===== config.mk =====
export PLATFORM = sky130hd
export DESIGN_NAME = uflc_top
export DESIGN_NICKNAME = d
export VERILOG_FILES = /design/src/rtl/uflc_pkg.sv /design/src/rtl/uflc_sync.sv /design/src/rtl/uflc_top.sv /design/src/rtl/uflc_tx.sv
export SDC_FILE = /design/constraint.sdc
export NUM_CORES = 1
export LEC_CHECK = 0
export BUFFER_PORTS_ARGS = -buffer_cell sky130_fd_sc_hd__buf_2
export CORE_AREA = 4 4 98 100
export CTS_CLUSTER_SIZE = 20
export DETAILED_ROUTE_END_ITERATION = 10
export DIE_AREA = 0 0 102 104
export PLACE_DENSITY_LB_ADDON = 0.2
export SYNTH_ARGS = -nofsm -noshare
export SYNTH_HDL_FRONTEND = slang
export SYNTH_HIERARCHICAL = 1
export SYNTH_SLANG_ARGS = --single-unit

===== constraint.sdc =====
create_clock -name sys_clk -period 1.94 [get_ports sys_clk]
set_input_delay 0.194 -clock sys_clk [delete_from_list [all_inputs] [get_ports sys_clk]]
set_output_delay 0.194 -clock sys_clk [all_outputs]
set_load 0.02 [all_outputs]

===== src/rtl/uflc_pkg.sv =====
// Constants, register map and types for the flow and loopback control block
// -----------------------------------------------------------------------
// Functional notes
// - Autoflow off: no hardware handshaking at all
// - Autoflow, RTS bit clear: honour CTS only
// - Autoflow, RTS bit set: RTS and CTS handshaking
// - Loopback holds serial transmit output high
// - Loopback ignores the external receive pin
// - Loopback feeds transmit shifter into receive shifter
// - Status bits 1, 3 and 4 raise line interrupt; bit 2 always reads zero
// - Long low receive line sets break flag
// -----------------------------------------------------------------------
package uflc_pkg;

    // -------------------------------------------------------------------
    // Timing
    // -------------------------------------------------------------------
    localparam int CLK_HZ = 10_000_000;
    localparam int BAUD_RATE = 115_200;
    // Bit period rounds down; error stays under two percent at this rate
    localparam int BIT_CYCLES = CLK_HZ / BAUD_RATE;
    // Start, eight data, stop
    localparam int FRAME_BITS = 10;
    localparam int DATA_BITS = 8;

    // -------------------------------------------------------------------
    // Register offsets
    // -------------------------------------------------------------------
    localparam int ADDR_W = 6;
    localparam logic [5:0] OFS_TX_DATA = 6'h00;
    localparam logic [5:0] OFS_RX_DATA = 6'h04;
    localparam logic [5:0] OFS_MODEM_HANDSHAKE_CONTROL = 6'h10;
    localparam logic [5:0] OFS_LINE_CONDITION_STATUS = 6'h14;
    localparam logic [5:0] OFS_IRQ_STATUS = 6'h18;
    localparam logic [5:0] OFS_IRQ_MASK = 6'h1c;

    // -------------------------------------------------------------------
    // Field positions
    // -------------------------------------------------------------------
    localparam int MHC_RTS_CONTROL = 1;
    localparam int MHC_LOOPBACK = 4;
    localparam int MHC_AUTOFLOW_ENABLE = 5;
    localparam logic [31:0] MHC_WRITE_MASK = 32'h0000_0032;

    localparam int LCS_DATA_READY = 0;
    localparam int LCS_OVERRUN = 1;
    localparam int LCS_PARITY_ERR = 2;
    localparam int LCS_FRAMING_ERR = 3;
    localparam int LCS_BREAK_FLAG = 4;
    localparam int LCS_TX_HOLD_EMPTY = 5;
    localparam int LCS_TX_EMPTY = 6;

    localparam int IRQ_W = 3;
    localparam int IRQ_RX_DATA = 0;
    localparam int IRQ_LINE_ERROR = 1;
    localparam int IRQ_TX_HOLD_EMPTY = 2;

    // -------------------------------------------------------------------
    // Reset values
    // -------------------------------------------------------------------
    localparam logic [31:0] MHC_RESET = 32'h0000_0000;
    localparam logic [2:0] IRQ_MASK_RESET = 3'h0;

    typedef enum {
        RX_IDLE,
        RX_START,
        RX_DATA,
        RX_STOP
    } uflc_rx_state_t;

endpackage : uflc_pkg


===== src/rtl/uflc_sync.sv =====
// Three stage input synchroniser with agreement filter
`timescale 1ns/10ps
module uflc_sync #(
    parameter logic RESET_LEVEL = 1'b1
) (
    input wire logic sys_clk,
    input wire logic reset_n,
    input wire logic async_in,
    output logic sync_out
);
    logic ff1_q;
    logic ff2_q;
    logic ff3_q;

    // Output moves only once stages two and three agree
    always_ff @(posedge sys_clk or negedge reset_n)
    begin
        if (!reset_n)
        begin
            ff1_q <= RESET_LEVEL;
            ff2_q <= RESET_LEVEL;
            ff3_q <= RESET_LEVEL;
            sync_out <= RESET_LEVEL;
        end
        else
        begin
            ff1_q <= async_in;
            ff2_q <= ff1_q;
            ff3_q <= ff2_q;
            if (ff2_q == ff3_q)
                sync_out <= ff3_q;
        end
    end
endmodule : uflc_sync


===== src/rtl/uflc_top.sv =====
// Serial port core with autoflow handshaking, loopback and line status
`timescale 1ns/10ps
module uflc_top #(
    parameter int BIT_CYCLES = uflc_pkg::BIT_CYCLES
) (
    input wire logic sys_clk,
    input wire logic reset_n,
    input wire logic [5:0] reg_addr,
    input wire logic [31:0] reg_wdata,
    input wire logic reg_wr,
    input wire logic reg_rd,
    output logic [31:0] reg_rdata,
    output logic uart_tx,
    input wire logic uart_rx,
    input wire logic cts_n,
    output logic rts_n,
    output logic irq
);
    // -------------------------------------------------------------------
    // Local constants
    // -------------------------------------------------------------------
    localparam int CHAR_CYCLES = BIT_CYCLES * uflc_pkg::FRAME_BITS;
    localparam int CW = $clog2(BIT_CYCLES + 1);
    localparam int BW = $clog2(CHAR_CYCLES + 2);
    localparam logic [CW-1:0] BIT_LAST = CW'(BIT_CYCLES - 1);
    localparam logic [CW-1:0] HALF_LAST = CW'(BIT_CYCLES / 2 - 1);
    localparam logic [BW-1:0] BREAK_COUNT = BW'(CHAR_CYCLES);
    localparam logic [2:0] DATA_LAST = 3'(uflc_pkg::DATA_BITS - 1);

    // -------------------------------------------------------------------
    // Register decode
    // -------------------------------------------------------------------
    wire wr_txd = reg_wr && (reg_addr == uflc_pkg::OFS_TX_DATA);
    wire rd_rxd = reg_rd && (reg_addr == uflc_pkg::OFS_RX_DATA);
    wire wr_mhc = reg_wr &&
        (reg_addr == uflc_pkg::OFS_MODEM_HANDSHAKE_CONTROL);
    wire rd_lcs = reg_rd &&
        (reg_addr == uflc_pkg::OFS_LINE_CONDITION_STATUS);
    wire rd_ist = reg_rd && (reg_addr == uflc_pkg::OFS_IRQ_STATUS);
    wire wr_imsk = reg_wr && (reg_addr == uflc_pkg::OFS_IRQ_MASK);

    logic [31:0] mhc_q;
    logic [2:0] imsk_q;
    logic [2:0] ist_q;
    logic [7:0] thr_q;
    logic thr_full_q;
    logic [7:0] rx_data_q;
    logic dr_q;
    logic oe_q;
    logic fe_q;
    logic bi_q;

    wire autoflow_enable = mhc_q[uflc_pkg::MHC_AUTOFLOW_ENABLE];
    wire rts_control = mhc_q[uflc_pkg::MHC_RTS_CONTROL];
    wire loopback = mhc_q[uflc_pkg::MHC_LOOPBACK];

    // Reserved positions never store, so they read back as zero
    always_ff @(posedge sys_clk or negedge reset_n)
    begin
        if (!reset_n)
            mhc_q <= uflc_pkg::MHC_RESET;
        else if (wr_mhc)
            mhc_q <= reg_wdata & uflc_pkg::MHC_WRITE_MASK;
    end

    always_ff @(posedge sys_clk or negedge reset_n)
    begin
        if (!reset_n)
            imsk_q <= uflc_pkg::IRQ_MASK_RESET;
        else if (wr_imsk)
            imsk_q <= reg_wdata[2:0];
    end

    // -------------------------------------------------------------------
    // Pin synchronisers
    // -------------------------------------------------------------------
    logic rx_pin_s;
    logic cts_n_s;

    uflc_sync #(
        .RESET_LEVEL(1'b1)
    ) u_rx_sync (
        .sys_clk(sys_clk),
        .reset_n(reset_n),
        .async_in(uart_rx),
        .sync_out(rx_pin_s)
    );

    uflc_sync #(
        .RESET_LEVEL(1'b1)
    ) u_cts_sync (
        .sys_clk(sys_clk),
        .reset_n(reset_n),
        .async_in(cts_n),
        .sync_out(cts_n_s)
    );

    // -------------------------------------------------------------------
    // Flow control
    // -------------------------------------------------------------------
    // Without autoflow, CTS is not looked at and RTS stays asserted
    wire cts_flow = autoflow_enable;
    wire rts_flow = autoflow_enable && rts_control;
    wire cts_ok = !cts_flow || !cts_n_s;

    // Single character buffer, so a held character counts as full
    always_ff @(posedge sys_clk or negedge reset_n)
    begin
        if (!reset_n)
            rts_n <= 1'b0;
        else
            rts_n <= rts_flow && dr_q;
    end

    // -------------------------------------------------------------------
    // Transmit path
    // -------------------------------------------------------------------
    logic tx_busy;
    logic tx_line;
    // A character already shifting finishes even if CTS drops
    wire tx_start = thr_full_q && !tx_busy && cts_ok;

    uflc_tx #(
        .BIT_CYCLES(BIT_CYCLES)
    ) u_tx (
        .sys_clk(sys_clk),
        .reset_n(reset_n),
        .start(tx_start),
        .data(thr_q),
        .busy(tx_busy),
        .serial(tx_line)
    );

    // A write while full overwrites the waiting character
    always_ff @(posedge sys_clk or negedge reset_n)
    begin
        if (!reset_n)
        begin
            thr_q <= 8'h00;
            thr_full_q <= 1'b0;
        end
        else if (wr_txd)
        begin
            thr_q <= reg_wdata[7:0];
            thr_full_q <= 1'b1;
        end
        else if (tx_start)
            thr_full_q <= 1'b0;
    end

    always_ff @(posedge sys_clk or negedge reset_n)
    begin
        if (!reset_n)
            uart_tx <= 1'b1;
        else
            uart_tx <= loopback ? 1'b1 : tx_line;
    end

    // -------------------------------------------------------------------
    // Receive path
    // -------------------------------------------------------------------
    // Loopback skips the pin synchroniser: same clock, no crossing
    wire rx_in = loopback ? tx_line : rx_pin_s;

    uflc_pkg::uflc_rx_state_t rx_state_q;
    uflc_pkg::uflc_rx_state_t rx_state_d;
    logic [CW-1:0] rx_cnt_q;
    logic [CW-1:0] rx_cnt_d;
    logic [2:0] rx_bit_q;
    logic [2:0] rx_bit_d;
    logic [7:0] rx_shift_q;
    logic [7:0] rx_shift_d;
    logic rx_done;
    logic rx_frame_err;

    wire bit_end = (rx_cnt_q == BIT_LAST);
    wire half_end = (rx_cnt_q == HALF_LAST);
    wire [CW-1:0] cnt_inc = rx_cnt_q + CW'(1);

    always_comb
    begin
        rx_state_d = rx_state_q;
        rx_cnt_d = cnt_inc;
        rx_bit_d = rx_bit_q;
        rx_shift_d = rx_shift_q;
        rx_done = 1'b0;
        rx_frame_err = 1'b0;
        case (rx_state_q)
            uflc_pkg::RX_IDLE:
            begin
                rx_cnt_d = '0;
                if (!rx_in)
                    rx_state_d = uflc_pkg::RX_START;
            end
            uflc_pkg::RX_START:
            begin
                if (half_end)
                begin
                    rx_cnt_d = '0;
                    rx_bit_d = 3'h0;
                    rx_state_d = rx_in ? uflc_pkg::RX_IDLE :
                        uflc_pkg::RX_DATA;
                end
            end
            uflc_pkg::RX_DATA:
            begin
                if (bit_end)
                begin
                    rx_cnt_d = '0;
                    rx_shift_d = {rx_in, rx_shift_q[7:1]};
                    rx_bit_d = rx_bit_q + 3'h1;
                    if (rx_bit_q == DATA_LAST)
                        rx_state_d = uflc_pkg::RX_STOP;
                end
            end
            uflc_pkg::RX_STOP:
            begin
                if (bit_end)
                begin
                    rx_cnt_d = '0;
                    rx_done = 1'b1;
                    rx_frame_err = !rx_in;
                    rx_state_d = uflc_pkg::RX_IDLE;
                end
            end
            default:
            begin
                rx_cnt_d = '0;
                rx_state_d = uflc_pkg::RX_IDLE;
            end
        endcase
    end

    always_ff @(posedge sys_clk or negedge reset_n)
    begin
        if (!reset_n)
        begin
            rx_state_q <= uflc_pkg::RX_IDLE;
            rx_cnt_q <= '0;
            rx_bit_q <= 3'h0;
            rx_shift_q <= 8'h00;
        end
        else
        begin
            rx_state_q <= rx_state_d;
            rx_cnt_q <= rx_cnt_d;
            rx_bit_q <= rx_bit_d;
            rx_shift_q <= rx_shift_d;
        end
    end

    // Low time counter saturates one past the character time
    logic [BW-1:0] low_cnt_q;
    wire break_hit = !rx_in && (low_cnt_q == BREAK_COUNT);

    always_ff @(posedge sys_clk or negedge reset_n)
    begin
        if (!reset_n)
            low_cnt_q <= '0;
        else if (rx_in)
            low_cnt_q <= '0;
        else if (low_cnt_q <= BREAK_COUNT)
            low_cnt_q <= low_cnt_q + BW'(1);
    end

    // -------------------------------------------------------------------
    // Line condition status
    // -------------------------------------------------------------------
    wire set_oe = rx_done && dr_q && !rd_rxd;
    wire line_event = set_oe || rx_frame_err || break_hit;

    // Sets win over the clearing read in the same cycle
    always_ff @(posedge sys_clk or negedge reset_n)
    begin
        if (!reset_n)
        begin
            rx_data_q <= 8'h00;
            dr_q <= 1'b0;
            oe_q <= 1'b0;
            fe_q <= 1'b0;
            bi_q <= 1'b0;
        end
        else
        begin
            if (rx_done)
                rx_data_q <= rx_shift_q;
            dr_q <= rx_done || (dr_q && !rd_rxd);
            oe_q <= set_oe || (oe_q && !rd_lcs);
            fe_q <= rx_frame_err || (fe_q && !rd_lcs);
            bi_q <= break_hit || (bi_q && !rd_lcs);
        end
    end

    // Status is read only; a write to its offset is simply dropped
    wire [31:0] lcs_value = {25'h0,
        !thr_full_q && !tx_busy,
        !thr_full_q,
        bi_q,
        fe_q,
        1'b0,
        oe_q,
        dr_q};

    // -------------------------------------------------------------------
    // Interrupts
    // -------------------------------------------------------------------
    logic [2:0] ist_set;
    always_comb
    begin
        ist_set = 3'h0;
        ist_set[uflc_pkg::IRQ_RX_DATA] = rx_done;
        ist_set[uflc_pkg::IRQ_LINE_ERROR] = line_event;
        ist_set[uflc_pkg::IRQ_TX_HOLD_EMPTY] = tx_start;
    end

    always_ff @(posedge sys_clk or negedge reset_n)
    begin
        if (!reset_n)
            ist_q <= 3'h0;
        else
            ist_q <= ist_set | (ist_q & {3{!rd_ist}});
    end

    // Mask bit one acts as the line error interrupt enable
    assign irq = |(ist_q & imsk_q);

    // -------------------------------------------------------------------
    // Read data
    // -------------------------------------------------------------------
    logic [31:0] rd_value;
    always_comb
    begin
        case (reg_addr)
            uflc_pkg::OFS_RX_DATA:
                rd_value = {24'h0, rx_data_q};
            uflc_pkg::OFS_MODEM_HANDSHAKE_CONTROL:
                rd_value = mhc_q;
            uflc_pkg::OFS_LINE_CONDITION_STATUS:
                rd_value = lcs_value;
            uflc_pkg::OFS_IRQ_STATUS:
                rd_value = {29'h0, ist_q};
            uflc_pkg::OFS_IRQ_MASK:
                rd_value = {29'h0, imsk_q};
            default:
                rd_value = 32'h0;
        endcase
    end

    always_ff @(posedge sys_clk or negedge reset_n)
    begin
        if (!reset_n)
            reg_rdata <= 32'h0;
        else
            reg_rdata <= reg_rd ? rd_value : 32'h0;
    end
endmodule : uflc_top


===== src/rtl/uflc_tx.sv =====
// Transmit shifter: one 8N1 character per start pulse
`timescale 1ns/10ps
module uflc_tx #(
    parameter int BIT_CYCLES = uflc_pkg::BIT_CYCLES
) (
    input wire logic sys_clk,
    input wire logic reset_n,
    input wire logic start,
    input wire logic [7:0] data,
    output logic busy,
    output logic serial
);
    localparam int CW = $clog2(BIT_CYCLES + 1);
    localparam logic [CW-1:0] BIT_LAST = CW'(BIT_CYCLES - 1);
    localparam logic [3:0] LAST_BIT = 4'(uflc_pkg::FRAME_BITS - 1);

    logic [9:0] frame_q;
    logic [CW-1:0] cnt_q;
    logic [3:0] bit_q;
    wire bit_end = busy && (cnt_q == BIT_LAST);
    wire frame_end = bit_end && (bit_q == LAST_BIT);

    always_ff @(posedge sys_clk or negedge reset_n)
    begin
        if (!reset_n)
        begin
            busy <= 1'b0;
            frame_q <= 10'h3ff;
            cnt_q <= '0;
            bit_q <= 4'h0;
        end
        else if (start && !busy)
        begin
            busy <= 1'b1;
            frame_q <= {1'b1, data, 1'b0};
            cnt_q <= '0;
            bit_q <= 4'h0;
        end
        else if (frame_end)
        begin
            busy <= 1'b0;
            frame_q <= 10'h3ff;
        end
        else if (bit_end)
        begin
            cnt_q <= '0;
            bit_q <= bit_q + 4'h1;
            frame_q <= {1'b1, frame_q[9:1]};
        end
        else if (busy)
            cnt_q <= cnt_q + CW'(1);
    end

    assign serial = frame_q[0];
endmodule : uflc_tx


## After elaboration in Yosys (flattened, before gate mapping)

Index checks and enable logic that the tools add are counted.

- Input port bits: 44
- Memory bits (writable): 0
- Bits in registers: 154
- Memories: 0
- Bits in latches: 0
- Output and inout bits: 35
- Logic and storage cells: 150
- Memory bits (read-only): 0

- Divide/modulo/power cells: 0
- $mul: 0
- Shift operators: 0
- Eq/ne operators: 22
- $add $sub $neg: 5
- Multiplexer cells: 37
- Bitwise logic cells: 3
- Order comparisons: 1
- Reduce and logical (&&, ||, !) cells: 52

Operators with widths:

| kind | count |
|---|---|
| $mux 32 | 6 |
| $pmux 32 s4 | 1 |
| $eq 32x2->1 const B | 2 |
| $mux 10 | 5 |
| $mux 7 | 6 |
| $pmux 8 s5 | 1 |
| $eq 32x1->1 const B | 1 |
| $logic_not 32->1 | 1 |
| $eq 6x5->1 const B | 4 |
| $logic_and 1x1->1 | 21 |
| $add 7x1->7 const B | 2 |
| $eq 7x7->1 const B | 2 |
| $pmux 7 s2 | 1 |
| $mux 4 | 3 |
| $ne 2x2->1 const B | 6 |
| $add 10x1->10 const B | 1 |
| $eq 10x10->1 const B | 1 |
| $le 10x10->1 const B | 1 |
| $mux 1 | 10 |
| $reduce_bool 2->1 | 5 |
| $logic_not 1->1 | 8 |
| $eq 7x6->1 const B | 1 |
| $logic_or 1x1->1 | 7 |
| $and 3x3->3 | 2 |
| other kinds (17) | 22 |

## Depth between registers and ports, before layout

Gate-level depths: netlist (run 1).

- Depth after elaboration: 8
- Depth in mapped cells: 8
- Depth with buffers taken out: 6

## Hierarchy

The synthesis (run 1) kept the hierarchy.

Modules (own cells, without submodules):

| module | area an instance (sq um) | cells an instance | seq. area each (sq um) | times used |
|---|---|---|---|---|
| uflc_top | 3435.8 | 298 | 1752.9 | 1 |
| uflc_tx | 1141.1 | 115 | 536.8 | 1 |
| uflc_sync | 116.4 | 5 | 105.1 | 2 |

## Worst setup path after synthesis (run 1)

Ideal clock, no wire load.

- Path kind: reg2reg
- From: register u_tx.busy
- To: register u_tx.bit_q[1]
- Data arrival time: 1.495 ns
- Stages on the path, launching flop included: 6
- Path slack: 0.327 ns
- Buffers on the path: 0
- Cell sequence: dfrtp_1 -> a211oi_1 -> nor2b_1 -> a31o_2 -> o21ai_0 -> a21o_1

- Cells in the longest elaborated chain, start to end: 6
- Elaborated cells between the ends (all ways): 10

RTL lines:

| item | RTL line | RTL |
|---|---|---|
| start: declaration | uflc_tx.sv:10 | `output logic busy,` |
| start signal: assignment | uflc_tx.sv:27 | `busy <= 1'b0;` |
| start signal: assignment | uflc_tx.sv:34 | `busy <= 1'b1;` |
| start signal: assignment | uflc_tx.sv:41 | `busy <= 1'b0;` |
| $logic_not 1->1 * | uflc_top.sv:121 | `wire tx_start = thr_full_q && !tx_busy && cts_ok;` |
| $logic_and 1x1->1 * (2 in series) | uflc_top.sv:121 |  |
| net tx_start | uflc_top.sv:121 |  |
| $logic_and 1x1->1 * | uflc_tx.sv:32 | `else if (start && !busy)` |
| $ne 2x2->1 (no source line) / $reduce_bool 2->1 (equally long branches) | n/a |  |
| $reduce_and 2->1 (no source line) | n/a |  |
| end signal: assignment | uflc_tx.sv:47 | `bit_q <= bit_q + 4'h1;` |
| end: declaration | uflc_tx.sv:19 | `logic [3:0] bit_q;` |

The timed path passes the listed nets; every way through them passes the cells marked *.
A chain may end at the register's enable or synchronous reset.

## Worst setup path after layout (run 1)

- From: register rx_cnt_q[1]
- To: register ist_q[1]

- Cells in the longest elaborated chain, start to end: 8
- Elaborated cells between the ends (all ways): 10

RTL lines:

| item | RTL line | RTL |
|---|---|---|
| start: declaration | uflc_top.sv:167 | `logic [CW-1:0] rx_cnt_q;` |
| start signal: assignment | uflc_top.sv:246 | `rx_cnt_q <= rx_cnt_d;` |
| $eq 7x7->1 * | uflc_top.sv:176 | `wire bit_end = (rx_cnt_q == BIT_LAST);` |
| $mux 1 | uflc_top.sv:218 | `if (bit_end)` |
| $mux 1 | uflc_top.sv:188 | `case (rx_state_q)` |
| $logic_and 1x1->1 (2 in series) | uflc_top.sv:269 | `wire set_oe = rx_done && dr_q && !rd_rxd;` |
| $logic_or 1x1->1 * (2 in series) | uflc_top.sv:270 | `wire line_event = set_oe \|\| rx_frame_err \|\| break_hit;` |
| $or 3x3->3 * | uflc_top.sv:321 | `ist_q <= ist_set \| (ist_q & {3{!rd_ist}});` |
| end signal: assignment | uflc_top.sv:321 |  |
| end: declaration | uflc_top.sv:44 | `logic [2:0] ist_q;` |

Mark *: on every way between the ends. The rest lies on a longest branch, timed or not.

==> impl_results.md, run 1 <==
- Die Area: approximately 11000 sq um
- Max cap viols: 0
- Most frequent cells in the layout: 81 x dfrtp_1, 47 x nor2_1, 33 x mux2_2
- CP Max Fanout: 9
- I/O pin count: 79
- First DRT Iteration DRCs: between 100 and 150
- Drt total wl: between 9000 and 10000 microns
- Largest net degree at the start of global routing: 40
- Initial core utilization: 0.554
- Hold EP: thr_q[7]$_DFFE_PN0P_
- Area of the multi-input gates: ~2100 sq um
- Clk sink count: slightly below 100
- Maximum vdd ir drop: approximately 0.00051 V
- Final instance area: 5330 sq um
- Vias: around 3200
- Antenna cells: 0
- Clock power share: 0.371
- Pins Over Slew Limit: 0
- Syn_area_per_cell: roughly 11 sq um
- Final GP Congestion: between 0.8 and 0.9
- Post-Synthesis Cells: 423
- EDFF count, synth: 0
- FF-to-FF setup slack: approximately 0.21 ns
- Sequential Power Share: 0.536
- Final core occ: 0.614
- Clk root buf: clkbuf_8
- Fmax: about 580 MHz
- Area Overhead vs Synth: 10.8%
- Via count of the first global-routing pass: roughly 3200
- CTS clk-pin slew, worst paths: around 0.090 ns
- FF+latch area: between 2000 and 2500 sq um
- Power, Total: around 4200 uW
- Non-Filler Instances: ~580
- Status: completed
- Worst min path class: primary input to flop
- P_sw: a little over 1000 uW
- Routed len/inst: roughly 16 microns
- Worst r2r src: rx_cnt_q[1]$_DFF_PN0_
- PwrDens: roughly 800 nW/um^2
- Post-route setup TNS: 0 ns
- #FFs+latches synth: 99
- DRC errors left: 0
- Nets@finish: 523
- GRT Util Overall: 0.184
- CTS buffer count: 9
- Worst Hold Launch: reg_wdata[7]
- Tcrit/Tclk final: 0.890
- Register area share after synthesis: 0.520
- CTS tree: done
- Initial antenna violation count: 0
- Synth warnings: 6
- R2R depth: 7
- Fill cells: 722
- Static leakage: approximately 0.0025 uW
- Max Buffers Root-to-Sink: 2
- CP arrival: 2.02 ns
- Placement Rows: 34
- DR vias/cell: around 5.6
- Minimum clock period: around 1.7 ns
- Hold path depth: 2
- CP Capture Type: flop
- Post-Syn Area: 4810 sq um
- Initial DRT Pass Iterations: 5
- Dominant synthesized flop cell: dfrtp_1
- Worst path required time: roughly 2.2 ns
- First-pass GRT wire length: ~16000 microns
- P_int: ~3200 uW
- # H-tree levels: 3
- Skew final: a little under 0.01 ns
- Share of cells above drive strength 1: 0.277
- Width of the die: 102 microns
- Netlist cell types: 68
- Dpl hpwl: around 6600 microns
- RSZ-0062 raised after global routing: no
- Placed Cells: between 500 and 600
- Switch share: 0.243
- Final hold violation count: 0
- Placed cell area: between 5000 and 6000 sq um
- Global route total overflow: 0
- Core Region: approximately 8700 sq um
- Commonest non-fill, non-tap cell in the layout: dfrtp_1
- Worst-skew pair later-pin latency: around 0.36 ns
- Critical path type: flop to flop
- Final setup violation count: 0
- Number of port buffers: 30
- Worst r2r dst: ist_q[1]$_DFF_PN0_
- Comb power frac: 0.093
- Die Y: ~100 microns
- CP Launch Type: flop
- DRT antenna net count: 0
- Async S/R FF share, synth: 1.00
power by group through the flow:
stage | sequential, uW | combinational (uW) | clock, uW
6_report | 2260 | 394 | 1570
5_1_grt | 2280 | 443 | 1690
4_1_cts | 2260 | 401 | 1610
3_5_place_dp | 2300 | 395 | 0
3_3_place_gp | 2300 | 381 | 0
2_1_floorplan | 2280 | 290 | 0
how the worst max path moves through the flow:
stage | start | to | slack (ns) | cells past startpoint
floorplan | u_tx/busy$_DFFE_PN0P_ | u_tx/bit_q[1]$_DFFE_PN0P_ | 0.33 | 5
global placement | low_cnt_q[1]$_DFFE_PN0P_ | low_cnt_q[1]$_DFFE_PN0P_ | 0.22 | 7
detailed placement | low_cnt_q[1]$_DFFE_PN0P_ | low_cnt_q[1]$_DFFE_PN0P_ | 0.20 | 7
CTS | low_cnt_q[1]$_DFFE_PN0P_ | low_cnt_q[2]$_DFFE_PN0P_ | 0.17 | 7
global route | low_cnt_q[1]$_DFFE_PN0P_ | low_cnt_q[1]$_DFFE_PN0P_ | 0.09 | 7
finish | rx_cnt_q[1]$_DFF_PN0_ | ist_q[1]$_DFF_PN0_ | 0.21 | 7
sequential cells by signal (all words and copies together), names as in the netlist, 2 cells and up:
register	flops
rx_cnt_q	7
u_tx/bit_q	4
ist_q	3
rx_state_q	2
rx_shift_q	8
u_tx/frame_q	9
mhc_q	3
rx_bit_q	3
reg_rdata	8
imsk_q	3
thr_q	8
rx_data_q	8
u_tx/cnt_q	7
low_cnt_q	10
repair_timing:
item                                    CTS  global route
endpoints found under the hold margin    23             0
setup buffers                             0             0
endpoints found under the setup margin    0             2
hold buffers                              3             0
gates resized for setup                   0             1
cell usage after synthesis, drive strengths merged (5+ instances only):
| library cell | count | area share |
|---|---|---|
| mux2i | 7 | 0.015 |
| ha | 11 | 0.029 |
| mux2 | 35 | 0.082 |
| buf | 34 | 0.052 |
| nor2b | 5 | 0.0065 |
| o32ai | 7 | 0.013 |
| nand3 | 17 | 0.023 |
| nand2 | 12 | 0.0094 |
| inv | 14 | 0.011 |
| a21o | 6 | 0.0094 |
| o21ai | 12 | 0.012 |
| and3 | 7 | 0.0091 |
| xnor2 | 6 | 0.011 |
| nor2 | 47 | 0.037 |
| dfstp | 18 | 0.098 |
| clkbuf | 5 | 0.0039 |
| dfrtp | 81 | 0.42 |
| nor3 | 6 | 0.0086 |
| or3 | 5 | 0.0065 |
| a21oi | 16 | 0.017 |
stage by stage:
step	setup slack, ns	hold slack, ns
2_1_floorplan	0.327	-0.102
5_1_grt	0.0915	0.0360
6_report	0.214	0.0457
3_5_place_dp	0.199	0.197
4_1_cts	0.174	0.0342
3_3_place_gp	0.223	0.196
cell families after synthesis:
| family | count (synthesis) | synth area share |
|---|---|---|
| and+or+nand+nor | 132 | 0.159 |
| muxes | 42 | 0.0965 |
| buffers and inverters | 53 | 0.0669 |
| adders and majority gates | 13 | 0.0333 |
| DFF | 99 | 0.520 |
| xor gates and xnor gates | 9 | 0.0164 |
| AOI/OAI and AO/OA | 74 | 0.108 |
| other | 1 | 0.000780 |
metal layers:
| layer | share of wire | GRT usage | routed length, microns | vias up |
|---|---|---|---|---|
| li1 | - | - | - | 1555 |
| met1 | 0.47 | 0.270 | 4260 | 1605 |
| met2 | 0.47 | 0.273 | 4270 | 68 |
| met3 | 0.044 | 0.0449 | 395 | 9 |
| met4 | 0.014 | 0.0431 | 125 | 0 |
| met5 | 0 | 0 | 0 | - |
layout make-up:
cell class / count / share of cell area
Sequential cell: 99 / 0.469
Multi-Input combinational cell: 294 / 0.390
Timing Repair Buffer: 50 / 0.0606
Tap cell: 108 / 0.0254
Clock buffer: 10 / 0.0239
Clock inverter: 6 / 0.0214
Inverter: 14 / 0.00986
worst max-delay path, cell delays in order (launching register included):
cell	delay, ns
dfrtp_1	0.42
inv_1	0.07
ha_1	0.12
and2_1	0.15
and4_1	0.45
buf_4	0.22
a31oi_1	0.09
o21ai_1	0.13
No activity file was read; power rests on OpenSTA's default activity.
==> run 2: changes to the inputs <==
- CELL_PAD_IN_SITES_DETAIL_PLACEMENT: not set -> 1
- CELL_PAD_IN_SITES_GLOBAL_PLACEMENT: not set -> 2
- CORE_AREA: 4 4 98 100 -> 4 4 120 122
- DIE_AREA: 0 0 102 104 -> 0 0 124 126
==> impl_results.md, run 2 (synthesis gave the netlist of run 1 again) <==
- Most flops, register: low_cnt_q
- FF+latch area: between 2000 and 2500 sq um
- Drt total wl: roughly 11000 microns
- Final GP Congestion: around 0.79
- DRT antenna net count: 0
- Maximum vdd ir drop: between 0.0004 and 0.0005 V
- Max stage delay on crit path: 0.42 ns
- Postcts setup bufs: 0
- Nets@finish: between 500 and 600
- Most frequent cells in the layout: 81 x dfrtp_1, 47 x nor2_1, 33 x mux2_2
- Static leakage: about 0.0025 uW
- Largest net degree at the start of global routing: 44
- Skew final: around 0.0094 ns
- Top flop regs: low_cnt_q (10), u_tx/frame_q (9)
- Width of the die: about 120 microns
- Minimum clock period: ~1.7 ns
- Share of cells above drive strength 1: 0.282
- Area Overhead vs Synth: 14.4%
- # H-tree levels: 3
- Slew @ Worst Pin: 0.572 ns
- Fmax: 583 MHz
- Dpl hpwl: approximately 7700 microns
- Largest register FFs: 10
- DR vias/cell: 5.05
- WP buf/inv: 1
- Placed cell area: approximately 5200 sq um
- Core Region: approximately 13000 sq um
- Die Area: approximately 16000 sq um
- Clk sink count: 99
- CP arrival: between 1.5 and 2 ns
- Via count of the first global-routing pass: roughly 3500
- DRC errors left: 0
- GRT met1 Usage: 0.180
- Worst path slowest cell: dfrtp_1
- Global route total overflow: 0
- CP delay by family, top: simple AND/OR/NAND/NOR gates
- I/O pin count: between 70 and 80
- Initial antenna violation count: 0
- Met3 usage: 0.0439
- Final hold violation count: 0
- Final setup violation count: 0
- Relative slew slack: 0.619
- PwrDens: between 800 and 900 nW/um^2
- Tcrit/Tclk final: 0.883
- Max Buffers Root-to-Sink: 2
- Most Crowded Layer GR: met2
- Worst-skew pair later-pin latency: approximately 0.35 ns
- CTS clk-pin slew, worst paths: 0.07 ns
- Final instance area: about 5500 sq um
- CP Max Fanout: 10
- First-pass GRT wire length: 17600 microns
- CP Capture Type: flop
- GRT Util Overall: 0.144
- Area of the multi-input gates: 2080 sq um
- Placement Rows: 42
- CP Cell Sequence: ha_1, and2_1, and4_2, buf_4, a41oi_1, o21ai_1
- Initial core utilization: 0.365
- Worst min path class: primary input to flop
- CTS buffer count: 9
- Commonest non-fill, non-tap cell in the layout: dfrtp_1
- Max cap viols: 0
- Routed len/inst: around 16 microns
- Met2 Usage GRT: 0.240
- Power, Total: between 4000 and 5000 uW
- Die Y: roughly 130 microns
- Worst path required time: roughly 2.2 ns
- Post-route setup TNS: 0 ns
- Pins Over Slew Limit: 0
- Critical path type: flop to flop
- Placed Cells: roughly 630
- CP Launch Type: flop
- First DRT Iteration DRCs: 94
- Fill cells: 1441
- CTS tree: done
- RSZ-0062 raised after global routing: no
- Non-Filler Instances: approximately 650
- Antenna cells: 0
- Vias: between 3000 and 4000
- Initial DRT Pass Iterations: 4
- Number of port buffers: 30
- Status: completed
- Final core occ: 0.417
- Clk root buf: clkbuf_16
-- run 2: cell count changes in the layout (fill, tap and decap cells not counted), sizes merged --
cell,delta
clkinvlp,-1
clkbuf,-1
inv,+1
clkinv,+2
buf,+2
bufinv,-1
-- run 2: timing repair --
action / 4_1_cts / 5_1_grt
hold buffers: 3 / 0
gates resized for setup: 0 / 1
endpoints found under the hold margin: 26 / 0
endpoints found under the setup margin: 0 / 1
-- run 2: layer usage --
metal  vias up  share of wire
met1      1683           0.44
met4         0          0.013
li1       1562              -
met2        30           0.52
met3        12          0.034
met5         -              0
-- run 2: area by class of cell --
| cell class | count | share of cell area |
|---|---|---|
| inverter | 14 | 0.00955 |
| clock buffer | 9 | 0.0409 |
| clock inverter | 7 | 0.0166 |
| sequential | 99 | 0.454 |
| tap | 176 | 0.0400 |
| multi-input combinational | 294 | 0.377 |
| timing repair buffer | 52 | 0.0614 |
-- run 2: final timing paths --
check                                                  end  slack (ns)  depth (start not counted)                      start
hold / removal                        thr_q[3]$_DFFE_PN0P_        0.07                          2               reg_wdata[3]
min in group asynchronous        u_tx/bit_q[2]$_DFFE_PN0P_        0.38                          2                    reset_n
setup reg to reg                        ist_q[1]$_DFF_PN0_        0.23                          6      rx_cnt_q[0]$_DFF_PN0_
max in group asynchronous  u_cts_sync/sync_out$_DFFE_PN1N_        0.87                          3                    reset_n
setup / recovery                        ist_q[1]$_DFF_PN0_        0.23                          6      rx_cnt_q[0]$_DFF_PN0_
hold reg to reg                  u_rx_sync/ff2_q$_DFF_PN1_        0.36                          0  u_rx_sync/ff1_q$_DFF_PN1_
-- run 2: power by group --
group / leakage, uW / internal (uW) / switching, uW / total [uW]
clock network: 0.000156 / 1130 / 783 / 1910
registers: 0.00128 / 2170 / 90.4 / 2260
logic: 0.00110 / 166 / 235 / 401
total: 0.00254 / 3470 / 1110 / 4580
-- run 2: metrics by stage --
stage / hold slack [ns] / setup slack [ns]
floorplan: -0.102 / 0.327
global placement: 0.231 / 0.174
detailed placement: 0.236 / 0.150
CTS: 0.0583 / 0.135
global route: 0.0608 / 0.0614
finish: 0.0705 / 0.226
